`config.mk`:
```
export PLATFORM = sky130hd
export DESIGN_NAME = lsc_lane_config
export DESIGN_NICKNAME = d
export VERILOG_FILES = /design/src/hw/lsc_pkg.sv /design/src/hw/lsc_lane_config.sv /design/src/hw/lsc_sync.sv
export SDC_FILE = /design/constraint.sdc
export NUM_CORES = 1
export LEC_CHECK = 0
export BUFFER_PORTS_ARGS = -buffer_cell sky130_fd_sc_hd__buf_2
export CORE_MARGIN = 8
export CORE_UTILIZATION = 40
export DETAILED_ROUTE_END_ITERATION = 10
export PLACE_DENSITY = 0.63
export SLEW_MARGIN = 10
export SYNTH_ARGS = -nofsm -noshare
export SYNTH_HDL_FRONTEND = slang
export SYNTH_HIERARCHICAL = 1
export SYNTH_SLANG_ARGS = --single-unit
export TNS_END_PERCENT = 100
```
`constraint.sdc`:
```
create_clock -name i_sys_clk -period 6 [get_ports i_sys_clk]
set_input_delay 0.9 -clock i_sys_clk [delete_from_list [all_inputs] [get_ports i_sys_clk]]
set_output_delay 0.9 -clock i_sys_clk [all_outputs]
set_load 0.05 [all_outputs]
```
`src/hw/lsc_pkg.sv`:
```
package lsc_pkg;

	// management frame fields
	localparam logic [4:0]  LSC_DEV_ADDR     = 5'h1E;
	localparam logic [5:0]  LSC_PRE_BITS     = 6'h20;
	localparam logic [4:0]  LSC_HDR_BITS     = 5'h0D;
	localparam logic [4:0]  LSC_TA_BITS      = 5'h02;
	localparam logic [4:0]  LSC_DATA_BITS    = 5'h10;
	localparam logic [1:0]  LSC_OP_ADDR      = 2'h0;
	localparam logic [1:0]  LSC_OP_WRITE     = 2'h1;
	localparam logic [1:0]  LSC_OP_READ_INC  = 2'h2;
	localparam logic [1:0]  LSC_OP_READ      = 2'h3;

	// register addresses and reset values
	localparam logic [15:0] LSC_REG_TWO_ADDR   = 16'h0007;
	localparam logic [15:0] LSC_REG_THREE_ADDR = 16'h0008;
	localparam logic [15:0] LSC_REG_TWO_RST    = 16'hDC04;
	localparam logic [15:0] LSC_REG_THREE_RST  = 16'h000D;
	localparam logic [15:0] LSC_UNMAPPED_DATA  = 16'h0000;

	// field positions in the second register
	localparam int LSC_SWING_LSB   = 12;
	localparam int LSC_TX_EN_BIT   = 10;
	localparam int LSC_TX_RATE_LSB = 8;
	localparam int LSC_DEEMPH_LSB  = 4;
	localparam int LSC_RX_EN_BIT   = 2;
	localparam int LSC_RX_RATE_LSB = 0;

	// field positions in the third register
	localparam int LSC_RX_POL_BIT  = 15;
	localparam int LSC_TX_POL_BIT  = 14;
	localparam int LSC_EQ_LSB      = 8;

	// lane rate codes
	localparam logic [1:0]  LSC_RATE_FULL    = 2'h0;
	localparam logic [1:0]  LSC_RATE_HALF    = 2'h1;
	localparam logic [1:0]  LSC_RATE_QUARTER = 2'h2;
	localparam logic [1:0]  LSC_RATE_RSVD    = 2'h3;

	localparam int LSC_LANES = 4;

	// frame receiver states
	typedef enum logic [1:0] {
		LSC_ST_IDLE,
		LSC_ST_HDR,
		LSC_ST_TA,
		LSC_ST_DATA
	} lsc_mdio_st_t;

	// configuration handed to the lane analog
	typedef struct packed {
		logic [3:0] tx_lane_enable;
		logic [3:0] rx_lane_enable;
		logic [1:0] tx_lane_rate_sel;
		logic       tx_rate_rsvd;
		logic [1:0] rx_lane_rate_sel;
		logic       rx_rate_rsvd;
		logic [3:0] deemphasis_sel;
		logic [2:0] output_swing_sel;
		logic [3:0] equalizer_sel;
		logic       tx_polarity_swap;
		logic       rx_polarity_swap;
	} lsc_lane_cfg_t;

endpackage : lsc_pkg

```
`src/hw/lsc_lane_config.sv`:
```
// Notes on behaviour
// - tx enable bit 10, resets to one
// - powerdown pin or global bit kills tx
// - two-lane mode disables tx lanes 3,2
// - single-lane mode disables tx lanes 3,2,1
// - rx enable bit 2, resets to one
// - powerdown pin or global bit kills rx
// - lane modes disable rx lanes likewise
// - tx rate bits 9:8, 11 reserved
// - rx rate bits 1:0, 11 reserved
// - de-emphasis bits 7:4, sixteen steps
// - swing bits 14:12, eight rising steps
// - bit 15 of third swaps rx polarity
// - bit 14 of third swaps tx polarity
// - equalizer bits 11:8 of third, reset 0
// - reserved low byte resets to 0x0D
// - second register at 0x0007, reset 0xDC04
// - third register at 0x0008, reset 0x000D
// - swing field resets to 101
module lsc_lane_config
	import lsc_pkg::*;
#(
	parameter logic [4:0] PORT_ADDR = 5'h00
) (
	// clock and reset
	input  wire logic    i_sys_clk,
	input  wire logic    i_rstn,
	// management pins
	input  wire logic    i_mdc,
	input  wire logic    i_mdio,
	output logic         o_mdio,
	output logic         o_mdio_oe,
	// power and lane mode
	input  wire logic    i_channel_powerdown_n,
	input  wire logic    i_global_powerdown,
	input  wire logic    i_two_lane_mode,
	input  wire logic    i_single_lane_mode,
	// lane configuration
	output lsc_lane_cfg_t o_lane_cfg
);

	logic         mdc_s;
	logic         mdio_s;
	logic         pd_n_s;
	logic         mdc_d_q;
	logic         mdc_rise;
	lsc_mdio_st_t state_q;
	logic [4:0]   bit_cnt_q;
	logic [5:0]   pre_cnt_q;
	logic [12:0]  hdr_q;
	logic [12:0]  hdr_d;
	logic         hdr_match;
	logic         sel_q;
	logic [1:0]   op_q;
	logic [15:0]  shift_q;
	logic [15:0]  wdata;
	logic         frame_end;
	logic         wr_stb;
	logic [15:0]  addr_q;
	logic [15:0]  rd_q;
	logic [15:0]  rd_mux;
	logic         is_read;
	logic [15:0]  reg_two_q;
	logic [15:0]  reg_three_q;
	logic [3:0]   lane_allow;
	logic         pd_ok;

	// mdc, mdio and channel powerdown pins cross into the system clock through two flops
	lsc_sync #(
		.W(3)
	) u_sync (
		.i_sys_clk (i_sys_clk),
		.i_rstn    (i_rstn),
		.i_async   ({i_mdc, i_mdio, i_channel_powerdown_n}),
		.o_sync    ({mdc_s, mdio_s, pd_n_s})
	);

	// management clock edge detect on the synchronised copy
	always_ff @(posedge i_sys_clk) begin
		if (!i_rstn) begin
			mdc_d_q <= 1'b0;
		end else begin
			mdc_d_q <= mdc_s;
		end
	end

	assign mdc_rise = mdc_s & ~mdc_d_q;

	// header decode: start bit, opcode, port and device address
	assign hdr_d     = {hdr_q[11:0], mdio_s};
	assign hdr_match = (hdr_d[12] == 1'b0) && (hdr_d[9:5] == PORT_ADDR)
		&& (hdr_d[4:0] == LSC_DEV_ADDR);
	assign wdata     = {shift_q[14:0], mdio_s};
	assign frame_end = mdc_rise && (state_q == LSC_ST_DATA)
		&& (bit_cnt_q == LSC_DATA_BITS - 5'h01);
	assign wr_stb    = frame_end && sel_q && (op_q == LSC_OP_WRITE);
	assign is_read   = (op_q == LSC_OP_READ) || (op_q == LSC_OP_READ_INC);

	// frame sequencer, advanced on each management clock rising edge
	always_ff @(posedge i_sys_clk) begin
		if (!i_rstn) begin
			state_q   <= LSC_ST_IDLE;
			bit_cnt_q <= 5'h00;
			pre_cnt_q <= 6'h00;
			hdr_q     <= 13'h0000;
			sel_q     <= 1'b0;
			op_q      <= LSC_OP_ADDR;
		end else if (mdc_rise) begin
			unique case (state_q)
				LSC_ST_IDLE: begin
					if (mdio_s) begin
						if (pre_cnt_q != LSC_PRE_BITS) begin
							pre_cnt_q <= pre_cnt_q + 6'h01;
						end
					end else begin
						// a zero after a full preamble is the first start bit
						if (pre_cnt_q == LSC_PRE_BITS) begin
							state_q   <= LSC_ST_HDR;
							bit_cnt_q <= 5'h00;
						end
						pre_cnt_q <= 6'h00;
					end
				end
				LSC_ST_HDR: begin
					hdr_q <= hdr_d;
					if (bit_cnt_q == LSC_HDR_BITS - 5'h01) begin
						state_q   <= LSC_ST_TA;
						bit_cnt_q <= 5'h00;
						sel_q     <= hdr_match;
						op_q      <= hdr_d[11:10];
					end else begin
						bit_cnt_q <= bit_cnt_q + 5'h01;
					end
				end
				LSC_ST_TA: begin
					if (bit_cnt_q == LSC_TA_BITS - 5'h01) begin
						state_q   <= LSC_ST_DATA;
						bit_cnt_q <= 5'h00;
					end else begin
						bit_cnt_q <= bit_cnt_q + 5'h01;
					end
				end
				LSC_ST_DATA: begin
					if (bit_cnt_q == LSC_DATA_BITS - 5'h01) begin
						state_q   <= LSC_ST_IDLE;
						bit_cnt_q <= 5'h00;
					end else begin
						bit_cnt_q <= bit_cnt_q + 5'h01;
					end
				end
			endcase
		end
	end

	// write data shifts in msb first during the data phase
	always_ff @(posedge i_sys_clk) begin
		if (!i_rstn) begin
			shift_q <= 16'h0000;
		end else if (mdc_rise && (state_q == LSC_ST_DATA)) begin
			shift_q <= wdata;
		end
	end

	// address frames load the pointer; read-increment advances it
	always_ff @(posedge i_sys_clk) begin
		if (!i_rstn) begin
			addr_q <= 16'h0000;
		end else if (frame_end && sel_q) begin
			if (op_q == LSC_OP_ADDR) begin
				addr_q <= wdata;
			end else if (op_q == LSC_OP_READ_INC) begin
				addr_q <= addr_q + 16'h0001;
			end
		end
	end

	// read mux; unmapped addresses read as zero
	always_comb begin
		rd_mux = LSC_UNMAPPED_DATA;
		if (addr_q == LSC_REG_TWO_ADDR) begin
			rd_mux = reg_two_q;
		end else if (addr_q == LSC_REG_THREE_ADDR) begin
			rd_mux = reg_three_q;
		end
	end

	// read drive: zero in second turnaround bit, then data msb first
	always_ff @(posedge i_sys_clk) begin
		if (!i_rstn) begin
			rd_q      <= 16'h0000;
			o_mdio    <= 1'b1;
			o_mdio_oe <= 1'b0;
		end else if (mdc_rise && sel_q && is_read) begin
			if (state_q == LSC_ST_TA && bit_cnt_q == 5'h00) begin
				rd_q      <= rd_mux;
				o_mdio    <= 1'b0;
				o_mdio_oe <= 1'b1;
			end else if (state_q == LSC_ST_TA
				|| (state_q == LSC_ST_DATA && !frame_end)) begin
				o_mdio <= rd_q[15];
				rd_q   <= {rd_q[14:0], 1'b0};
			end else if (frame_end) begin
				o_mdio    <= 1'b1;
				o_mdio_oe <= 1'b0;
			end
		end
	end

	// second register: whole word written, reserved bits kept as written
	always_ff @(posedge i_sys_clk) begin
		if (!i_rstn) begin
			reg_two_q <= LSC_REG_TWO_RST;
		end else if (wr_stb && addr_q == LSC_REG_TWO_ADDR) begin
			reg_two_q <= wdata;
		end
	end

	// third register: reserved low byte resets to its fixed pattern
	always_ff @(posedge i_sys_clk) begin
		if (!i_rstn) begin
			reg_three_q <= LSC_REG_THREE_RST;
		end else if (wr_stb && addr_q == LSC_REG_THREE_ADDR) begin
			reg_three_q <= wdata;
		end
	end

	// per-lane permission from power state and lane mode
	assign pd_ok = pd_n_s & ~i_global_powerdown;

	for (genvar l = 0; l < LSC_LANES; l++) begin : g_lane
		if (l >= 2) begin : g_upper
			assign lane_allow[l] = pd_ok & ~i_two_lane_mode
				& ~i_single_lane_mode;
		end else if (l == 1) begin : g_one
			assign lane_allow[l] = pd_ok & ~i_single_lane_mode;
		end else begin : g_zero
			assign lane_allow[l] = pd_ok;
		end
	end

	// registered lane configuration outputs
	always_ff @(posedge i_sys_clk) begin
		if (!i_rstn) begin
			o_lane_cfg <= '0;
		end else begin
			o_lane_cfg.tx_lane_enable   <= lane_allow & {LSC_LANES{reg_two_q[LSC_TX_EN_BIT]}};
			o_lane_cfg.rx_lane_enable   <= lane_allow & {LSC_LANES{reg_two_q[LSC_RX_EN_BIT]}};
			o_lane_cfg.tx_lane_rate_sel <= reg_two_q[LSC_TX_RATE_LSB +: 2];
			o_lane_cfg.tx_rate_rsvd     <= reg_two_q[LSC_TX_RATE_LSB +: 2] == LSC_RATE_RSVD;
			o_lane_cfg.rx_lane_rate_sel <= reg_two_q[LSC_RX_RATE_LSB +: 2];
			o_lane_cfg.rx_rate_rsvd     <= reg_two_q[LSC_RX_RATE_LSB +: 2] == LSC_RATE_RSVD;
			o_lane_cfg.deemphasis_sel   <= reg_two_q[LSC_DEEMPH_LSB +: 4];
			o_lane_cfg.output_swing_sel <= reg_two_q[LSC_SWING_LSB +: 3];
			o_lane_cfg.equalizer_sel    <= reg_three_q[LSC_EQ_LSB +: 4];
			o_lane_cfg.tx_polarity_swap <= reg_three_q[LSC_TX_POL_BIT];
			o_lane_cfg.rx_polarity_swap <= reg_three_q[LSC_RX_POL_BIT];
		end
	end

	// checks on enables, forcing, fields and register access
	property p_tx_enable;
		@(posedge i_sys_clk) disable iff (!i_rstn)
		(reg_two_q[LSC_TX_EN_BIT] && pd_ok && !i_two_lane_mode && !i_single_lane_mode)
		|=> o_lane_cfg.tx_lane_enable == 4'hF;
	endproperty
	a_tx_enable: assert property (p_tx_enable)
		else $error("tx lanes not enabled");

	property p_tx_powerdown;
		@(posedge i_sys_clk) disable iff (!i_rstn)
		(!pd_n_s || i_global_powerdown) |=> o_lane_cfg.tx_lane_enable == 4'h0;
	endproperty
	a_tx_powerdown: assert property (p_tx_powerdown)
		else $error("tx lane alive in powerdown");

	property p_tx_two_lane;
		@(posedge i_sys_clk) disable iff (!i_rstn)
		(i_two_lane_mode && pd_ok && reg_two_q[LSC_TX_EN_BIT] && !i_single_lane_mode)
		|=> o_lane_cfg.tx_lane_enable == 4'h3;
	endproperty
	a_tx_two_lane: assert property (p_tx_two_lane)
		else $error("two-lane tx enables wrong");

	property p_tx_single_lane;
		@(posedge i_sys_clk) disable iff (!i_rstn)
		(i_single_lane_mode && pd_ok && reg_two_q[LSC_TX_EN_BIT])
		|=> o_lane_cfg.tx_lane_enable == 4'h1;
	endproperty
	a_tx_single_lane: assert property (p_tx_single_lane)
		else $error("single-lane tx enables wrong");

	property p_rx_disable;
		@(posedge i_sys_clk) disable iff (!i_rstn)
		!reg_two_q[LSC_RX_EN_BIT] |=> o_lane_cfg.rx_lane_enable == 4'h0;
	endproperty
	a_rx_disable: assert property (p_rx_disable)
		else $error("rx lane on with enable clear");

	property p_rx_powerdown;
		@(posedge i_sys_clk) disable iff (!i_rstn)
		(!pd_n_s || i_global_powerdown) |=> o_lane_cfg.rx_lane_enable == 4'h0;
	endproperty
	a_rx_powerdown: assert property (p_rx_powerdown)
		else $error("rx lane alive in powerdown");

	property p_rx_modes;
		@(posedge i_sys_clk) disable iff (!i_rstn)
		(i_two_lane_mode || i_single_lane_mode) |=>
		(o_lane_cfg.rx_lane_enable[3:2] == 2'h0)
		&& (!$past(i_single_lane_mode) || !o_lane_cfg.rx_lane_enable[1]);
	endproperty
	a_rx_modes: assert property (p_rx_modes)
		else $error("rx lanes on in reduced lane mode");

	property p_rates;
		@(posedge i_sys_clk) disable iff (!i_rstn)
		1'b1 |=> o_lane_cfg.tx_lane_rate_sel == $past(reg_two_q[9:8])
		&& o_lane_cfg.rx_lane_rate_sel == $past(reg_two_q[1:0]);
	endproperty
	a_rates: assert property (p_rates)
		else $error("rate field not passed on");

	property p_reset_values;
		@(posedge i_sys_clk) disable iff (!i_rstn)
		$rose(i_rstn) |-> reg_two_q == 16'hDC04 && reg_three_q == 16'h000D
		&& o_lane_cfg.output_swing_sel == 3'h0;
	endproperty
	a_reset_values: assert property (p_reset_values)
		else $error("register reset value wrong");

	property p_write_readback;
		@(posedge i_sys_clk) disable iff (!i_rstn)
		(wr_stb && addr_q == LSC_REG_THREE_ADDR) |=> reg_three_q == $past(wdata);
	endproperty
	a_write_readback: assert property (p_write_readback)
		else $error("written value not held");

	property p_turnaround;
		@(posedge i_sys_clk) disable iff (!i_rstn)
		$rose(o_mdio_oe) |-> !o_mdio;
	endproperty
	a_turnaround: assert property (p_turnaround)
		else $error("turnaround bit not zero");

endmodule : lsc_lane_config

```
`src/hw/lsc_sync.sv`:
```
module lsc_sync #(
	parameter int W = 1
) (
	// clock and reset
	input  wire logic         i_sys_clk,
	input  wire logic         i_rstn,
	// asynchronous levels in, synchronised levels out
	input  wire logic [W-1:0] i_async,
	output logic      [W-1:0] o_sync
);

	logic [W-1:0] meta_q;
	logic [W-1:0] sync_q;

	// two flops; the first is read by the second only
	always_ff @(posedge i_sys_clk) begin
		if (!i_rstn) begin
			meta_q <= '0;
			sync_q <= '0;
		end else begin
			meta_q <= i_async;
			sync_q <= meta_q;
		end
	end

	assign o_sync = sync_q;

endmodule : lsc_sync

```
### Yosys cells after proc, flatten, opt, wreduce, memory -nomap -nowiden

Index checks and enable logic that the tools add are counted.
W data, S select, Z words.

| word-level totals | value |
|---|---|
| output and inout port bits | 29 |
| flip-flop bits (word level) | 143 |
| memories kept | 0 |
| word-level logic and storage cells | 123 |
| bits in latches | 0 |
| bits in read-only memories | 0 |
| RAM bits | 0 |

| operators by class | value |
|---|---|
| reductions and logical operators | 32 |
| divide/modulo/power cells | 0 |
| bitwise operators | 12 |
| multiplexer cells | 26 |
| magnitude comparators | 0 |
| add/sub/neg operators | 3 |
| shifts and indexed selects | 0 |
| equal/unequal tests | 23 |
| multipliers | 0 |

Operators by type and width:

| operator | number |
|---|---|
| $mux W16 | 6 |
| $mux W5 | 5 |
| $pmux W5 S4 | 1 |
| $add A16 B1 Y16 const B | 1 |
| $eq A16 B3 Y1 const B | 1 |
| $eq A16 B4 Y1 const B | 1 |
| $eq A2 B2 Y1 const B | 6 |
| $logic_and A1 B1 Y1 | 12 |
| $mux W6 | 2 |
| $ne A2 B2 Y1 const B | 6 |
| $reduce_and A3 Y1 | 4 |
| $eq A5 B4 Y1 const B | 2 |
| $logic_not A5 Y1 | 2 |
| $mux W2 | 5 |
| $and A4 B4 Y4 | 2 |
| $pmux W2 S4 | 1 |
| $reduce_and A2 Y1 | 4 |
| $add A6 B1 Y6 const B | 1 |
| $eq A6 B6 Y1 const B | 1 |
| $mux W1 | 6 |
| $ne A6 B6 Y1 const B | 1 |
| $reduce_and A6 Y1 | 1 |
| $reduce_bool A2 Y1 | 3 |
| $add A5 B1 Y5 const B | 1 |
| other kinds (10) | 21 |

### Depth between registers and ports, before layout

| depth | value |
|---|---|
| word-level depth | 9 |
| mapped depth | 10 |
| mapped depth without buffers | 8 |

### Modules after synthesis

The synthesis kept the hierarchy.

By module, submodules not included:

| module | sequential area each (µm²) | cells each | area each (µm²) | times used |
|---|---|---|---|---|
| lsc_lane_config | 2702.6 | 696 | 5924.4 | 1 |
| lsc_sync | 120.1 | 12 | 157.7 | 1 |

### Least setup slack after synthesis

No wires, ideal clock.

| path | value |
|---|---|
| path kind | register -> register |
| start | reg bit_cnt_q[0] |
| end | reg rd_q[10] |
| setup time | 92 ps |
| arrival | 1963 ps |
| clock period less this slack | 2055 ps |
| cell stages (with the launch flop) | 11 |
| path slack | 3945 ps |
| cell sequence | dfxtp_1 ha_1 nand3_1 inv_1 ha_1 nand3b_1 a21oi_1 or3_1 clkbuf_1 buf_2 o32ai_1 |

| on the way | value |
|---|---|
| longest elaborated chain between the ends | 7 |

Ends and longest elaborated chain:

| what | RTL line | RTL |
|---|---|---|
| start, declared | lsc_lane_config.sv:48 | `logic [4:0] bit_cnt_q;` |
| start signal, assigned | lsc_lane_config.sv:132 | `bit_cnt_q <= bit_cnt_q + 5'h01;` |
| start signal, assigned | lsc_lane_config.sv:140 | `bit_cnt_q <= bit_cnt_q + 5'h01;` |
| start signal, assigned | lsc_lane_config.sv:148 | `bit_cnt_q <= bit_cnt_q + 5'h01;` |
| $eq A5 B4 Y1 | lsc_lane_config.sv:95 | `&& (bit_cnt_q == LSC_DATA_BITS - 5'h01);` |
| $logic_and A1 B1 Y1 | lsc_lane_config.sv:95 |  |
| $logic_not A1 Y1 | lsc_lane_config.sv:199 | `\|\| (state_q == LSC_ST_DATA && !frame_end)) begin` |
| $logic_and A1 B1 Y1 | lsc_lane_config.sv:199 |  |
| $logic_or A1 B1 Y1 | lsc_lane_config.sv:199 |  |
| $reduce_bool A2 Y1 (no line) | - |  |
| $reduce_and A2 Y1 (no line) | - |  |
| end signal, assigned | lsc_lane_config.sv:195 | `rd_q <= rd_mux;` |
| end signal, assigned | lsc_lane_config.sv:201 | `rd_q <= {rd_q[14:0], 1'b0};` |
| end, declared | lsc_lane_config.sv:60 | `logic [15:0] rd_q;` |

Parallel ways exist; a longest one is shown, timed or not.
A chain may end at the register's enable or synchronous reset.

### Final worst setup path

| path | value |
|---|---|
| start | reg bit_cnt_q[0] |
| end | reg reg_three_q[12] |

| on the way | value |
|---|---|
| longest elaborated chain between the ends | 5 |

Ends and longest elaborated chain:

| what | RTL line | RTL |
|---|---|---|
| $eq A5 B4 Y1 | lsc_lane_config.sv:95 |  |
| $logic_and A1 B1 Y1 | lsc_lane_config.sv:95 |  |
| $logic_and A1 B1 Y1 (2 in series) | lsc_lane_config.sv:96 | `assign wr_stb = frame_end && sel_q && (op_q == LSC_OP_WRITE);` |
| $logic_and A1 B1 Y1 | lsc_lane_config.sv:222 | `end else if (wr_stb && addr_q == LSC_REG_THREE_ADDR) begin` |
| end signal, assigned | lsc_lane_config.sv:223 | `reg_three_q <= wdata;` |
| end, declared | lsc_lane_config.sv:64 | `logic [15:0] reg_three_q;` |

Every way passes these cells.

==> impl_metrics.yaml <==
status:
  status: "finished, final reports clean"
logic_synthesis:
  yosysWarnings: 6
  syn-num-nets: 730
  synth_area_leaders: "dfxtp_1 (46%), nand2_1 (5.5%), a21oi_1 (4.4%)"
  ys_seq_elements: 141
  synth-edff-count: 0
  synthFlopType: "dfxtp_1"
  synthesis.area_mm2: 0.006082
  synth_top_area_cell: "dfxtp_1"
  synthArstFlopShare_pct: 0
  synth.yosys.seq_area_share_pct: 46.41
  synth_cells: 708
  synth_top_cell_area_share_pct: 46.41
  post_synth_num_cell_types: 64
  syn_area_per_cell_um2: 8.591
floorplan:
  die_area_mm2: 0.01941
  die_h_um: 139.3
  initial_core_util_pct: 40.46
  core_mm2: 0.01503
  rows: 45
  die_w_um: 139.3
  io_pins: 37
clocking:
  cts_tree: "yes"
  post_cts_resize_count: 0
  ctsHoldBuffers: 0
  htree_num_levels: 4
  clk_latency_ps: 420
  clkTransAtPathRegs_ps: 60
  cts_root_buf: "clkbuf_16"
  cts.path.max_buffers: 2
  numCtsBuffers: 17
  post-cts-setup-buffers: 0
  numClockSinks: 141
global_routing:
  grt_first_pass_wirelength_um: 24070
  grt.busiest_layer: "met2"
  antenna_found_initial: 0
  overflow: 0
  use_met1_pct: 19.02
  track_usage_pct: 14.86
  grt_pass1_vias: 4782
  use_met3_pct: 3.762
  grt_max_degree: 67
  use_met2_pct: 23.21
run:
  maxCapViolCount: 0
final_layout:
  fillers: 1442
  antennaDiodeCount: 0
  regArea_mm2: 0.002823
  layout_commonest_cell: "dfxtp_1"
  multi_input_area_mm2: 0.002859
  area_growth_pct: 13.25
  final_cell_mix: "dfxtp_1 (141), nand2_1 (89), a21oi_1 (54)"
  nNetsFinal: 737
  finalInstanceArea_mm2: 0.006888
  drive_above_1_share_pct: 11.26
drt:
  avgViaCountPerCell: 5.586
  dr.first_iter.drc_count: 549
  vias: 5117
  detail_route.first_pass.iterations: 5
  antenna_left: 0
  drt-total-wl_um: 14190
  post_drt_wl_per_cell_um: 15.49
  drc: 0
critical_path:
  critPathKind: "reg2reg"
  cp-start-kind: "register"
  slowest_stage: "nor3_4"
  r2r_cells: 8
  r2r_end: "reg_three_q[12]$_SDFFE_PN0P_"
  crit_path_frequent_cell: "ha_1"
  crit_arrival_ps: 3090
  crit_path_cell_trace: "ha_1, nand3_1, inv_1, ha_1, nand2_1, nor3_4, nand3_2, mux2i_1"
  r2r_slack_ps: 3240
  r2r-start: "bit_cnt_q[0]$_SDFFE_PN0P_"
  cp-end-kind: "register"
  cp_slowest_stage_delay_ps: 570
  crit_path_max_fanout: 17
  critical_path_required_ps: 6340
pwr:
  power_leakage_nw: 2.656
  powerDensity_mw_per_mm2: 295.2
  vdd_drop_max_mv: 0.1860
timing:
  slew_headroom_pct: 28.36
  worstMarginPinSlew_ps: 1075
  slew_violations: 0
  setup_viol: 0
  final-hold-violation-count: 0
  fin_tns_setup_ps: 0
  rsz0062_at_grt: "no"
  max_freq_mhz: 363.0
  finalCriticalPeriod_ps: 2755
  period_share_pct: 45.92
  finClkSkew_ps: 11.61
placement:
  io_buffer_count: 36
  gp_congestion: 0.8404
  dpl_cell_area_mm2: 0.006289
  dp_hpwl_um: 9609
min_path:
  min_path_cells: 1
  min-delay-start: "u_sync/meta_q[1]$_SDFF_PN0_"
  hold_class: "reg2reg"
  min_to: "u_sync/o_sync[1]$_SDFF_PN0_"
## power breakdown
| part | switching (mW) | total, mW | leakage, nW | internal [mW] |
|---|---|---|---|---|
| Sequential | 0.00307 | 0.943 | 1.14 | 0.940 |
| Combinational | 0.0256 | 0.0352 | 1.22 | 0.00959 |
| Clock | 0.401 | 1.05 | 0.294 | 0.654 |
| Total | 0.430 | 2.03 | 2.66 | 1.60 |
## metrics by stage
| step | setup slack (ps) | power [mW] | hold slack, ps | cells | utilization, % |
|---|---|---|---|---|---|
| after floorplan | 3945 | 0.9884 | 411.8 | 708 | - |
| after global placement | 3408 | 0.9982 | 424.6 | 884 | 41.83 |
| after detailed placement | 3277 | 0.9991 | 426.6 | 884 | 41.83 |
| after CTS | 3244 | 2.054 | 440.8 | 916 | 45.82 |
| after global routing | 2968 | 2.097 | 462.0 | 916 | 45.82 |
| final | 3245 | 2.033 | 440.9 | 916 | 45.82 |
## per-layer routing
layer  share of wire, %  up-vias
met4                1.6        0
met3                5.1       20
met5                  0        -
li1                   -     2533
met2                 45      139
met1                 48     2425
## synth_stat cells, drive strengths merged (5+ instances only)
| library cell | count |
|---|---|
| o21ai | 36 |
| a221oi | 17 |
| a21oi | 54 |
| clkbuf | 36 |
| nor2 | 46 |
| a211oi | 6 |
| nand3 | 44 |
| nor4 | 7 |
| nand4 | 11 |
| mux2i | 21 |
| nand3b | 5 |
| ha | 14 |
| and3 | 7 |
| inv | 45 |
| buf | 15 |
| o32ai | 17 |
| dfxtp | 141 |
| nor3 | 11 |
| nand2 | 89 |
| o22ai | 6 |
| and2 | 19 |
| or3 | 5 |
## worst max-delay path by stage
stage | to | start | cells after the start | slack, ps
2_1_floorplan | rd_q[10]$_SDFFE_PN0P_ | bit_cnt_q[0]$_SDFFE_PN0P_ | 10 | 3940
3_3_place_gp | rd_q[9]$_SDFFE_PN0P_ | i_rstn | 5 | 3410
3_5_place_dp | reg_three_q[6]$_SDFFE_PN0P_ | bit_cnt_q[0]$_SDFFE_PN0P_ | 8 | 3280
4_1_cts | reg_three_q[12]$_SDFFE_PN0P_ | bit_cnt_q[0]$_SDFFE_PN0P_ | 8 | 3240
5_1_grt | reg_three_q[12]$_SDFFE_PN0P_ | state_q[1]$_SDFFE_PN0P_ | 5 | 2970
6_report | reg_three_q[12]$_SDFFE_PN0P_ | bit_cnt_q[0]$_SDFFE_PN0P_ | 8 | 3240
## cells by family after synthesis
group / after synthesis / share of synthesized area, %
buffers and inverters: 96 / 6.583
adders and majority gates: 14 / 2.880
xor gates and xnor gates: 5 / 0.7200
AOI/OAI and AO/OA: 165 / 17.75
DFF: 141 / 46.41
and+or+nand+nor: 265 / 22.01
muxes: 22 / 3.641
## sequential cells by signal (all words and copies together), names as in the netlist
signal	flops
addr_q	16
bit_cnt_q	5
hdr_q	12
mdc_d_q	1
o_lane_cfg	25
o_mdio	1
o_mdio_oe	1
op_q	2
pre_cnt_q	6
rd_q	16
reg_three_q	16
reg_two_q	16
sel_q	1
shift_q	15
state_q	2
u_sync/meta_q	3
u_sync/o_sync	3
## layout make-up
type                       count  area share [%]
multi-input combinational    471           41.51
sequential                   141           40.98
clock buffer                  18           6.231
tap                          188           3.415
timing repair buffer          39           2.943
clock inverter                14           2.470
inverter                      45           2.452
## worst max-delay path: cells and delay by family (launching register included)
family | cells | cell delay [ps]
flip-flops | 1 | 430
AND/OR/NAND/NOR | 4 | 1370
adder cells (fa/ha/maj) | 2 | 440
buffers and inverters | 1 | 90
multiplexers | 1 | 320
Power figures use the tool's default switching activity.
